<file path="src/verilog/vsync_pkg.sv">
// package for the virtual-processor sync command engine
// assumes a single 40 MHz clock domain with synchronous active-high reset
`default_nettype none
package vsync_pkg;
  // ------------------------------------------------------------
  // command packet layout
  // ------------------------------------------------------------
  localparam int unsigned PACKET_BYTES = 32;
  localparam int unsigned PACKET_DWORDS = 4;
  localparam int unsigned DW_WIDTH = 64;
  localparam logic [7:0] OPC_VSYNC = 8'h25;
  localparam int unsigned OPC_LSB = 0;
  localparam int unsigned VPE_DW = 1;
  localparam int unsigned VPE_LSB = 32;
  localparam int unsigned VPE_WIDTH = 16;
  localparam int unsigned ADDR_WIDTH = 48;
  localparam int unsigned RD_WIDTH = 32;
  localparam int unsigned ERR_WIDTH = 8;
  localparam int unsigned RD_ADDR_WIDTH = 5;
  // ------------------------------------------------------------
  // reset values and error codes
  // ------------------------------------------------------------
  localparam logic [ADDR_WIDTH-1:0] PTR_RESET = 48'h0;
  localparam logic [ERR_WIDTH-1:0] ERR_NONE = 8'h00;
  localparam logic [ERR_WIDTH-1:0] ERR_VPE_OOR = 8'h01;
  localparam logic [ERR_WIDTH-1:0] ERR_VPE_INVALID = 8'h02;
  localparam logic [ERR_WIDTH-1:0] ERR_BAD_OPCODE = 8'h03;
  localparam logic [ERR_WIDTH-1:0] ERR_RESERVED = 8'h04;
  // ------------------------------------------------------------
  // engine states, gray coded along fetch, check, lookup, wait
  // ------------------------------------------------------------
  typedef enum logic [2:0] {
    ST_IDLE = 3'b000,
    ST_FETCH = 3'b001,
    ST_CHECK = 3'b011,
    ST_LOOKUP = 3'b010,
    ST_WAIT = 3'b110,
    ST_ADVANCE = 3'b111
  } eng_state_type;
  typedef enum logic [1:0] {
    MV_IDLE = 2'b00,
    MV_CLEAR = 2'b01,
    MV_RECHECK = 2'b11,
    MV_SWAP = 2'b10
  } move_state_type;
endpackage : vsync_pkg
`default_nettype wire

</file>
<file path="src/verilog/pending_mover.sv">
// moves one pending bit from a source to a destination owner
// assumes pending-state and clear handshake answers come from same-clock logic
`timescale 1ns/1ps
`default_nettype none
module pending_mover (
  // clock and reset
  input wire logic clk_sys,
  input wire logic rst,
  // request
  input wire logic mv_start,
  input wire logic mv_virtual,
  input wire logic [vsync_pkg::ADDR_WIDTH-1:0] mv_src,
  input wire logic [vsync_pkg::ADDR_WIDTH-1:0] mv_dst,
  input wire logic [31:0] mv_intid,
  output logic mv_busy,
  output logic mv_done,
  // pending query at the source
  input wire logic src_pending,
  // processor clear handshake
  output logic clr_req,
  output logic clr_virtual,
  input wire logic clr_ack,
  // local pending updates, clear then set in one cycle
  output logic pend_clr,
  output logic pend_set,
  output logic [vsync_pkg::ADDR_WIDTH-1:0] pend_clr_base,
  output logic [vsync_pkg::ADDR_WIDTH-1:0] pend_set_base,
  output logic [31:0] pend_intid
);
  import vsync_pkg::*;

  move_state_type mv_q;
  // ------------------------------------------------------------
  // move sequence
  // ------------------------------------------------------------
  // clear and set leave in the same cycle so the source cannot re-forward in between
  always_ff @(posedge clk_sys) begin
    if (rst) begin
      mv_q <= MV_IDLE;
      clr_req <= 1'b0;
      clr_virtual <= 1'b0;
      pend_clr <= 1'b0;
      pend_set <= 1'b0;
      mv_done <= 1'b0;
      pend_clr_base <= '0;
      pend_set_base <= '0;
      pend_intid <= '0;
    end else begin
      pend_clr <= 1'b0;
      pend_set <= 1'b0;
      mv_done <= 1'b0;
      case (mv_q)
        MV_IDLE: begin
          if (mv_start) begin
            pend_clr_base <= mv_src;
            pend_set_base <= mv_dst;
            pend_intid <= mv_intid;
            clr_virtual <= mv_virtual;
            if (src_pending) begin
              clr_req <= 1'b1; // RULE_15 RULE_16
              mv_q <= MV_CLEAR;
            end else begin
              mv_done <= 1'b1;
            end
          end
        end
        MV_CLEAR: begin
          if (clr_ack) begin
            clr_req <= 1'b0;
            mv_q <= MV_RECHECK;
          end
        end
        MV_RECHECK: begin
          if (src_pending) begin
            pend_clr <= 1'b1; // RULE_15 RULE_16
            pend_set <= 1'b1;
          end
          mv_q <= MV_SWAP;
        end
        MV_SWAP: begin
          mv_done <= 1'b1;
          mv_q <= MV_IDLE;
        end
        default: mv_q <= MV_IDLE;
      endcase
    end
  end

  assign mv_busy = (mv_q != MV_IDLE);

  // ------------------------------------------------------------
  // checks
  // ------------------------------------------------------------
  a_move_atomic: assert property (@(posedge clk_sys) disable iff (rst) // RULE_15
    pend_clr |-> pend_set) else $error("pending clear without matching set");
  a_clear_before: assert property (@(posedge clk_sys) disable iff (rst) // RULE_16
    $rose(pend_clr) |-> $past(mv_q) == MV_RECHECK) else $error("move skipped release");
endmodule : pending_mover
`default_nettype wire

</file>
<file path="src/verilog/vsync_engine.sv">
// command engine for the virtual-processor synchronisation command
// assumes a memory command queue answered by same-clock logic and a table reader
// What this block does
// [RULE_01] sync makes all outstanding work for the named processor observed before next command
// [RULE_02] opcode 0x25 in dword 0 low byte, id from dword 1 bit 32, rest zero
// [RULE_03] packets are 32 bytes: four 64-bit dwords located by index
// [RULE_04] id out of range: report if system errors supported, advance, nothing else
// [RULE_05] unmapped processor entry: report if enabled, advance, nothing else
// [RULE_06] after sync, earlier commands apply to later translation requests
// [RULE_07] valid sync reads target redistributor, waits for completion, then advances
// [RULE_08] each translation function behaves as if strictly atomic
// [RULE_09] accesses to one redistributor issue in generated order
// [RULE_10] redistributor writes need not wait for completion
// [RULE_11] table writes need not complete but later operations see them in order
// [RULE_12] memory writes appear per location in program order
// [RULE_13] translations after a function see its effects
// [RULE_14] a set pending bit stays until handled, though later functions may move it
// [RULE_15] physical move: release from processor, then clear source and set destination
// [RULE_16] virtual move: virtual clear handshake, then swap bits between pending tables
// [RULE_17] table and memory addresses are 48 bits
// [RULE_18] read pointer steps one packet and wraps at queue end
// [RULE_19] id out of range if above implemented width or configured table size
// [RULE_20] fetch only while read differs from write, stall during sync wait
`timescale 1ns/1ps
`default_nettype none
module vsync_engine (
  // clock and reset
  input wire logic clk_sys,
  input wire logic rst,
  // queue configuration and pointers
  input wire logic [vsync_pkg::ADDR_WIDTH-1:0] queue_base,
  input wire logic [vsync_pkg::ADDR_WIDTH-1:0] queue_bytes,
  input wire logic [vsync_pkg::ADDR_WIDTH-1:0] command_write_pointer,
  output logic [vsync_pkg::ADDR_WIDTH-1:0] command_read_pointer,
  input wire logic system_error_support_flag,
  input wire logic [vsync_pkg::VPE_WIDTH-1:0] table_vpe_count,
  // command fetch, one dword per beat
  output logic cmd_rd_req,
  output logic [vsync_pkg::ADDR_WIDTH-1:0] cmd_rd_addr,
  input wire logic cmd_rd_valid,
  input wire logic [vsync_pkg::DW_WIDTH-1:0] cmd_rd_data,
  // processor table lookup
  output logic vpe_lookup_req,
  output logic [vsync_pkg::VPE_WIDTH-1:0] virtual_pe_id,
  input wire logic vpe_lookup_valid,
  input wire logic vpe_entry_valid,
  input wire logic [vsync_pkg::RD_WIDTH-1:0] vpe_entry_rd,
  // completion wait toward redistributors
  output logic vcomp_req,
  output logic [vsync_pkg::RD_WIDTH-1:0] target_redistributor,
  input wire logic vcomp_done,
  input wire logic writes_outstanding,
  // error report
  output logic err_valid,
  output logic [vsync_pkg::ERR_WIDTH-1:0] err_code,
  // pending move requests from other translation functions
  input wire logic mv_start,
  input wire logic mv_virtual,
  input wire logic [vsync_pkg::ADDR_WIDTH-1:0] mv_src,
  input wire logic [vsync_pkg::ADDR_WIDTH-1:0] mv_dst,
  input wire logic [31:0] mv_intid,
  output logic mv_busy,
  output logic mv_done,
  input wire logic src_pending,
  output logic clr_req,
  output logic clr_virtual,
  input wire logic clr_ack,
  output logic pend_clr,
  output logic pend_set,
  output logic [vsync_pkg::ADDR_WIDTH-1:0] pend_clr_base,
  output logic [vsync_pkg::ADDR_WIDTH-1:0] pend_set_base,
  output logic [31:0] pend_intid,
  // engine busy, translations held while high
  output logic translate_hold
);
  import vsync_pkg::*;

  localparam logic [ADDR_WIDTH-1:0] PKT_STEP = ADDR_WIDTH'(PACKET_BYTES);
  localparam logic [ADDR_WIDTH-1:0] DW_STEP = ADDR_WIDTH'(DW_WIDTH / 8);
  localparam logic [1:0] LAST_DW = 2'(PACKET_DWORDS - 1);

  eng_state_type st_q;
  logic [1:0] dw_idx_q;
  logic [DW_WIDTH-1:0] dw0_q;
  logic [DW_WIDTH-1:0] dw1_q;
  logic rsvd_bad_q;
  logic [ADDR_WIDTH-1:0] next_ptr_d;

  // ------------------------------------------------------------
  // helpers
  // ------------------------------------------------------------
  // step one packet, wrap at the end of the queue
  function automatic logic [ADDR_WIDTH-1:0] step_ptr(input logic [ADDR_WIDTH-1:0] p,
                                                     input logic [ADDR_WIDTH-1:0] size);
    logic [ADDR_WIDTH-1:0] n;
    n = p + PKT_STEP;
    if (n >= size) begin
      n = '0;
    end
    return n;
  endfunction : step_ptr

  // out of range if above implemented width or at or above the configured count
  function automatic logic vpe_oor(input logic [DW_WIDTH-1:0] dw,
                                   input logic [VPE_WIDTH-1:0] cnt);
    return (dw[DW_WIDTH-1:VPE_LSB+VPE_WIDTH] != '0) ||
           (dw[VPE_LSB +: VPE_WIDTH] >= cnt);
  endfunction : vpe_oor

  // pointer is an offset into the queue
  assign next_ptr_d = step_ptr(command_read_pointer, queue_bytes); // RULE_18

  // ------------------------------------------------------------
  // command state machine
  // ------------------------------------------------------------
  // one command at a time makes each function atomic to outside observers
  always_ff @(posedge clk_sys) begin
    if (rst) begin
      st_q <= ST_IDLE; // RULE_08
      dw_idx_q <= 2'b00;
      command_read_pointer <= PTR_RESET;
    end else begin
      case (st_q)
        ST_IDLE: begin
          if (command_read_pointer != command_write_pointer) begin
            st_q <= ST_FETCH; // RULE_20
            dw_idx_q <= 2'b00;
          end
        end
        ST_FETCH: begin
          if (cmd_rd_valid) begin
            dw_idx_q <= dw_idx_q + 2'b01; // RULE_03
            if (dw_idx_q == LAST_DW) begin
              st_q <= ST_CHECK;
            end
          end
        end
        ST_CHECK: begin
          if (dw0_q[OPC_LSB +: 8] != OPC_VSYNC || rsvd_bad_q ||
              vpe_oor(dw1_q, table_vpe_count)) begin
            st_q <= ST_ADVANCE; // RULE_04 RULE_19
          end else begin
            st_q <= ST_LOOKUP;
          end
        end
        ST_LOOKUP: begin
          if (vpe_lookup_valid) begin
            st_q <= vpe_entry_valid ? ST_WAIT : ST_ADVANCE; // RULE_05
          end
        end
        ST_WAIT: begin
          // table and redistributor writes may still be in flight until here
          if (vcomp_done && !writes_outstanding) begin
            st_q <= ST_ADVANCE; // RULE_01 RULE_07 RULE_10 RULE_11
          end
        end
        ST_ADVANCE: begin
          command_read_pointer <= next_ptr_d; // RULE_18
          st_q <= ST_IDLE;
        end
        default: st_q <= ST_IDLE;
      endcase
    end
  end

  // ------------------------------------------------------------
  // packet capture
  // ------------------------------------------------------------
  always_ff @(posedge clk_sys) begin
    if (rst) begin
      dw0_q <= '0;
      dw1_q <= '0;
      rsvd_bad_q <= 1'b0;
    end else if (st_q == ST_IDLE) begin
      rsvd_bad_q <= 1'b0;
    end else if (st_q == ST_FETCH && cmd_rd_valid) begin
      case (dw_idx_q)
        2'd0: begin
          dw0_q <= cmd_rd_data; // RULE_02
          if (cmd_rd_data[DW_WIDTH-1:8] != '0) begin
            rsvd_bad_q <= 1'b1;
          end
        end
        2'd1: begin
          dw1_q <= cmd_rd_data;
          if (cmd_rd_data[VPE_LSB-1:0] != '0) begin
            rsvd_bad_q <= 1'b1; // RULE_02
          end
        end
        default: begin
          if (cmd_rd_data != '0) begin
            rsvd_bad_q <= 1'b1;
          end
        end
      endcase
    end
  end

  // ------------------------------------------------------------
  // lookup and completion outputs
  // ------------------------------------------------------------
  always_ff @(posedge clk_sys) begin
    if (rst) begin
      target_redistributor <= '0;
    end else if (st_q == ST_LOOKUP && vpe_lookup_valid && vpe_entry_valid) begin
      target_redistributor <= vpe_entry_rd; // RULE_07
    end
  end

  // error code latched as the command ends in error
  always_ff @(posedge clk_sys) begin
    if (rst) begin
      err_valid <= 1'b0;
      err_code <= ERR_NONE;
    end else begin
      err_valid <= 1'b0;
      if (st_q == ST_CHECK && system_error_support_flag) begin
        if (dw0_q[OPC_LSB +: 8] != OPC_VSYNC) begin
          err_valid <= 1'b1;
          err_code <= ERR_BAD_OPCODE;
        end else if (vpe_oor(dw1_q, table_vpe_count)) begin
          err_valid <= 1'b1; // RULE_04
          err_code <= ERR_VPE_OOR;
        end else if (rsvd_bad_q) begin
          err_valid <= 1'b1;
          err_code <= ERR_RESERVED;
        end
      end else if (st_q == ST_LOOKUP && vpe_lookup_valid && !vpe_entry_valid &&
                   system_error_support_flag) begin
        err_valid <= 1'b1; // RULE_05
        err_code <= ERR_VPE_INVALID;
      end
    end
  end

  assign cmd_rd_req = (st_q == ST_FETCH);
  assign cmd_rd_addr = queue_base + command_read_pointer + ADDR_WIDTH'(dw_idx_q) * DW_STEP; // RULE_17
  assign vpe_lookup_req = (st_q == ST_LOOKUP);
  assign virtual_pe_id = dw1_q[VPE_LSB +: VPE_WIDTH];
  assign vcomp_req = (st_q == ST_WAIT); // RULE_09
  // translations wait while a command is mid-flight, so they see its effects
  assign translate_hold = (st_q != ST_IDLE) || mv_busy; // RULE_06 RULE_13 RULE_12

  // ------------------------------------------------------------
  // pending move unit
  // ------------------------------------------------------------
  // pending bits only change through the mover, so they hold until handled
  pending_mover u_mover ( // RULE_14
    .clk_sys(clk_sys),
    .rst(rst),
    .mv_start(mv_start),
    .mv_virtual(mv_virtual),
    .mv_src(mv_src),
    .mv_dst(mv_dst),
    .mv_intid(mv_intid),
    .mv_busy(mv_busy),
    .mv_done(mv_done),
    .src_pending(src_pending),
    .clr_req(clr_req),
    .clr_virtual(clr_virtual),
    .clr_ack(clr_ack),
    .pend_clr(pend_clr),
    .pend_set(pend_set),
    .pend_clr_base(pend_clr_base),
    .pend_set_base(pend_set_base),
    .pend_intid(pend_intid)
  );

  // ------------------------------------------------------------
  // checks
  // ------------------------------------------------------------
  a_no_fetch_wait: assert property (@(posedge clk_sys) disable iff (rst) // RULE_20
    st_q == ST_WAIT |-> !cmd_rd_req) else $error("fetch during sync wait");
  a_wait_holds_ptr: assert property (@(posedge clk_sys) disable iff (rst) // RULE_07
    (st_q == ST_WAIT && !vcomp_done) |=> $stable(command_read_pointer))
    else $error("pointer moved before completion");
  a_ptr_step: assert property (@(posedge clk_sys) disable iff (rst) // RULE_18
    st_q == ST_ADVANCE |=> command_read_pointer == $past(next_ptr_d))
    else $error("pointer step wrong");
  a_ptr_in_queue: assert property (@(posedge clk_sys) disable iff (rst) // RULE_18
    $changed(command_read_pointer) |-> command_read_pointer < queue_bytes ||
    command_read_pointer == '0) else $error("pointer left queue");
  a_oor_skip: assert property (@(posedge clk_sys) disable iff (rst) // RULE_04
    (st_q == ST_CHECK && vpe_oor(dw1_q, table_vpe_count)) |=> st_q == ST_ADVANCE ##1 st_q == ST_IDLE)
    else $error("out of range not skipped");
  a_err_gated: assert property (@(posedge clk_sys) disable iff (rst) // RULE_05
    err_valid |-> $past(system_error_support_flag)) else $error("error without support");
  a_idle_empty: assert property (@(posedge clk_sys) disable iff (rst) // RULE_20
    (st_q == ST_IDLE && command_read_pointer == command_write_pointer) |=> st_q == ST_IDLE)
    else $error("fetch from empty queue");
  a_hold_busy: assert property (@(posedge clk_sys) disable iff (rst) // RULE_06
    st_q == ST_WAIT |-> translate_hold) else $error("translation not held");
  a_unmapped_skip: assert property (@(posedge clk_sys) disable iff (rst) // RULE_05
    (st_q == ST_LOOKUP && vpe_lookup_valid && !vpe_entry_valid) |=> st_q == ST_ADVANCE)
    else $error("unmapped processor not skipped");
  a_wait_release: assert property (@(posedge clk_sys) disable iff (rst) // RULE_07
    (st_q == ST_WAIT && vcomp_done && !writes_outstanding) |=> st_q == ST_ADVANCE)
    else $error("sync wait not released");
  a_target_taken: assert property (@(posedge clk_sys) disable iff (rst) // RULE_07
    (st_q == ST_LOOKUP && vpe_lookup_valid && vpe_entry_valid) |=>
    target_redistributor == $past(vpe_entry_rd)) else $error("target not taken");
endmodule : vsync_engine
`default_nettype wire

</file>
<file path="config.mk">
export PLATFORM = sky130hd
export DESIGN_NAME = vsync_engine
export DESIGN_NICKNAME = d
export VERILOG_FILES = /design/src/verilog/vsync_pkg.sv /design/src/verilog/pending_mover.sv /design/src/verilog/vsync_engine.sv
export SDC_FILE = /design/constraint.sdc
export NUM_CORES = 1
export LEC_CHECK = 0
export ABC_AREA = 1
export BUFFER_PORTS_ARGS = -buffer_cell sky130_fd_sc_hd__buf_4
export CAP_MARGIN = 10
export CORE_AREA = 4 4 263 265
export CTS_CLUSTER_DIAMETER = 60
export DETAILED_ROUTE_END_ITERATION = 10
export DIE_AREA = 0 0 267 269
export PLACE_DENSITY = 0.44
export SLEW_MARGIN = 20
export SYNTH_ARGS = -nofsm -noshare
export SYNTH_HDL_FRONTEND = slang
export SYNTH_SLANG_ARGS = --single-unit
</file>
<file path="constraint.sdc">
create_clock -name clk_sys -period 5.7 [get_ports clk_sys]
set_clock_uncertainty 0.05 [all_clocks]
set_input_delay 0.285 -clock clk_sys [delete_from_list [all_inputs] [get_ports clk_sys]]
set_output_delay 0.285 -clock clk_sys [all_outputs]
set_load 0.02 [all_outputs]
</file>
==> flow_summary_export.csv <==
group,metric,value,unit
clock_network,cts.repair.resized,0,
worst_setup_path,worstPathMaxFanout,23,
pwr,seqPwrFrac,34.5,%
grt,track_usage,23.22,%
timing,timing.fmax,218.2,MHz
logic_synthesis,synthesis.area,17560,sq um
grt,grt_first_pass_wirelength,127300,microns
grt,met1_usage,28.47,%
timing,max_slew.worst_pin.slew,1079,ps
worst_setup_path,arrival,4890,ps
pwr,leakage,13.33,nW
status,status,"completed",
pwr,internal_power,4.096,mW
grt,grt_pass1_vias,20800,
clock_network,root_buffer,"clkbuf_16",
drt,ant_nets,0,
clock_network,cts_num_sinks,259,
die,die_w,267,microns
timing,holdWs,38.81,ps
drt,drc_errors,0,
worst_setup_path,worstSetupPathType,"flop to flop",
worst_setup_path,crit_chain,"ha_1, nand3_2, inv_2, nand2_4, nor2_4, nand4_1, and2_1, ha_1, nand2_1, nor2_1, nor3b_2, nand3_1, inv_1, nand2_1, buf_4, nand4_1, a21oi_1",
logic_synthesis,synthCells,2760,
clock_network,cts_setup_buffers,0,
clock_network,postCtsHoldBufs,178,
cells_and_area,syn2layout_area_growth,50.86,%
logic_synthesis,synth_adder_area_share,10.76,%
cells_and_area,multi_input_area,10560,sq um
pwr,power_density,223.3,nW/um^2
job,maxCapViolCount,0,
clock_network,h-tree-depth,2,
logic_synthesis,synth-simple-area-share,33.45,%
timing,fin_crit_sh,80.42,%
grt,antenna_found_initial,13,
clock_network,clockBufferDepth,3,
die,std_cell_rows,95,
clock_network,cts_buffers,39,
logic_synthesis,ys_ff_latch,259,
die,die_h,269,microns
grt,grt_overflow,0,
cells_and_area,layout-drive-gt1-share,23.12,%
logic_synthesis,yosysWarnings,0,
grt,grt.met2_usage,38.40,%
pwr,ir_drop,191.0,uV
pwr,p_switching,1.822,mW
logic_synthesis,synth-edff-count,0,
timing,fin_crit,4584,ps
worst_setup_path,crit_path_end_kind,"flop",
clock_network,insertion_delay,540,ps
timing,slew_violations,0,
drt,avgViaCountPerCell,4.662,
grt,grt_max_degree,128,
logic_synthesis,synth.yosys.seq_area_share,29.52,%
timing,final-hold-violation-count,0,
drt,first_pass_iters,6,
logic_synthesis,synth_mux_area_share,0,%
die,io_pins,687,
timing,fin_setup_tns,0,ps
worst_setup_path,cpPeakStageDelay,720,ps
cells_and_area,final_cell_mix,"700 x buf_4, 632 x nor2_1, 510 x nand2_1",
placement,io_buffer_count,672,
clock_network,cts_tree,"built",
grt,use_met3,6.561,%
placement,dp_hpwl,72970,microns
placement,globalplace.congestion,0.9657,
cells_and_area,final_nets,4118,
logic_synthesis,synth_xor_area_share,3.141,%
worst_hold_path,hp-class,"input port to flop",
logic_synthesis,synth-async-reset-ratio,0,%
cells_and_area,fillerInstances,7231,
drt,routedWlPerCell,19.70,microns
timing,relSlewSlack,27.41,%
cells_and_area,final-seq-area,5185,sq um
logic_synthesis,synth_compound_area_share,12.39,%
die,fp.dieArea,71820,sq um
die,initial_core_util,26.29,%
drt,finalWirelength,88260,microns
logic_synthesis,yosysUniqueCellTypes,44,
timing,setup_viol,0,
logic_synthesis,synth_top_family_by_area,"simple AND/OR/NAND/NOR gates",
die,core-area,66800,sq um
pwr,power_frac_comb,24.4,%
cells_and_area,layout_commonest_cell,"buf_4",
timing,rsz0062_at_grt,"no",
pwr,clkPwrFrac,41.2,%
worst_setup_path,required,6010,ps
drt,dr_total_vias,20890,
logic_synthesis,avgSynthCellArea,6.364,sq um
logic_synthesis,synth-main-ff-cell,"dfxtp_1",
worst_setup_path,startpoint_type,"flop",
clock_network,path_clk_slew,50,ps
grt,gr-max-usage-layer,"met2",
pwr,switching_share,30.79,%
worst_setup_path,worst_path_max_delay_cell,"dfxtp_1",
drt,drt_iter0_markers,1375,
## worst max-delay path, delay by kind of cell (launching register included)
| kind | cells | cell delay [ps] |
|---|---|---|
| simple gates | 11 | 2120 |
| flops | 1 | 720 |
| fa+ha+maj | 2 | 700 |
| buf+inv | 3 | 700 |
| compound gates | 1 | 90 |
## cell usage after synthesis, drive strengths merged, types with 7 or more instances
cell type,n,area (sq um)
nor2,650,2510
nand2,523,2001
inv,342,1284
dfxtp,259,5185
o21ai,220,1109
a21oi,159,799.5
ha,151,1889
nand3,98,513.0
clkbuf,72,270.3
nand4,61,381.6
xor2,51,446.7
buf,47,324.1
nor3,43,246.5
nor4,13,81.33
xnor2,12,105.1
o21bai,11,90.08
or2,9,56.31
a21o,8,60.06
a31oi,7,43.79
and2,7,43.79
## area by class of cell
class                           count  area share (%)
Antenna cell                       13          0.1228
Clock buffer                       49           4.089
Clock inverter                     16          0.7697
Inverter                          343           4.873
Multi-Input combinational cell   2049           39.86
Sequential cell                   259           19.57
Tap cell                          873           4.122
Timing Repair Buffer              879           26.60
## final timing paths
path | start | slack, ps | end | cells after the start
hold / removal | cmd_rd_data[5] | 40 | dw0_q[5] | 3
setup / recovery | command_read_pointer[5] | 1120 | command_read_pointer[6] | 17
setup reg to reg | command_read_pointer[5] | 1120 | command_read_pointer[6] | 17
hold reg to reg | dw0_q[5] | 400 | dw0_q[5] | 2
## through the flow
step | std cells | cell area [sq um] | util [%] | setup WS [ps] | power [mW]
6_report | 4481 | 26500 | 39.67 | 1116 | 5.918
5_1_grt | 4478 | 26490 | 39.66 | 846.6 | 6.203
4_1_cts | 4468 | 26460 | 39.60 | 1113 | 6.000
3_5_place_dp | 4225 | 23390 | 35.01 | 1141 | 3.413
3_3_place_gp | 4225 | 23380 | 35.00 | 1222 | 3.404
2_1_floorplan | 2770 | 17600 | - | 2573 | 2.738
## sequential cells by signal, indices dropped and copies added, names as in the netlist
register               cells
dw0_q                      8
u_mover.pend_clr           1
err_code                   3
u_mover.clr_req            1
rsvd_bad_q                 1
dw1_q                     32
u_mover.mv_done            1
st_q                       3
u_mover.mv_q               2
command_read_pointer      43
u_mover.pend_intid        32
dw_idx_q                   2
target_redistributor      32
err_valid                  1
u_mover.pend_set_base     48
u_mover.pend_clr_base     48
u_mover.clr_virtual        1
## per-layer routing
layer	wire, microns	vias up	share of wire [%]
met1	35960	9525	41
li1	-	10420	-
met4	3771	0	4.3
met3	7417	168	8.4
met2	41120	783	47
met5	0	-	0
## cells by family (layout without fill, tap and decap cells)
family	after synthesis	count (layout)
adder cells (fa/ha/maj)	151	151
XOR/XNOR	63	63
buffers and inverters	462	1287
AO/OA/AOI/OAI	415	415
other	1	24
flip-flops	259	259
AND/OR/NAND/NOR	1409	1409
## power groups by stage
stage                     Clock (mW)  Combinational, mW  Sequential [mW]
after floorplan                    0              0.546             2.19
after global placement             0               1.33             2.07
after detailed placement           0               1.34             2.07
after CTS                       2.51               1.45             2.04
after global routing            2.57               1.58             2.06
final                           2.44               1.44             2.04
Note: power is estimated with default switching activity, not from simulation.
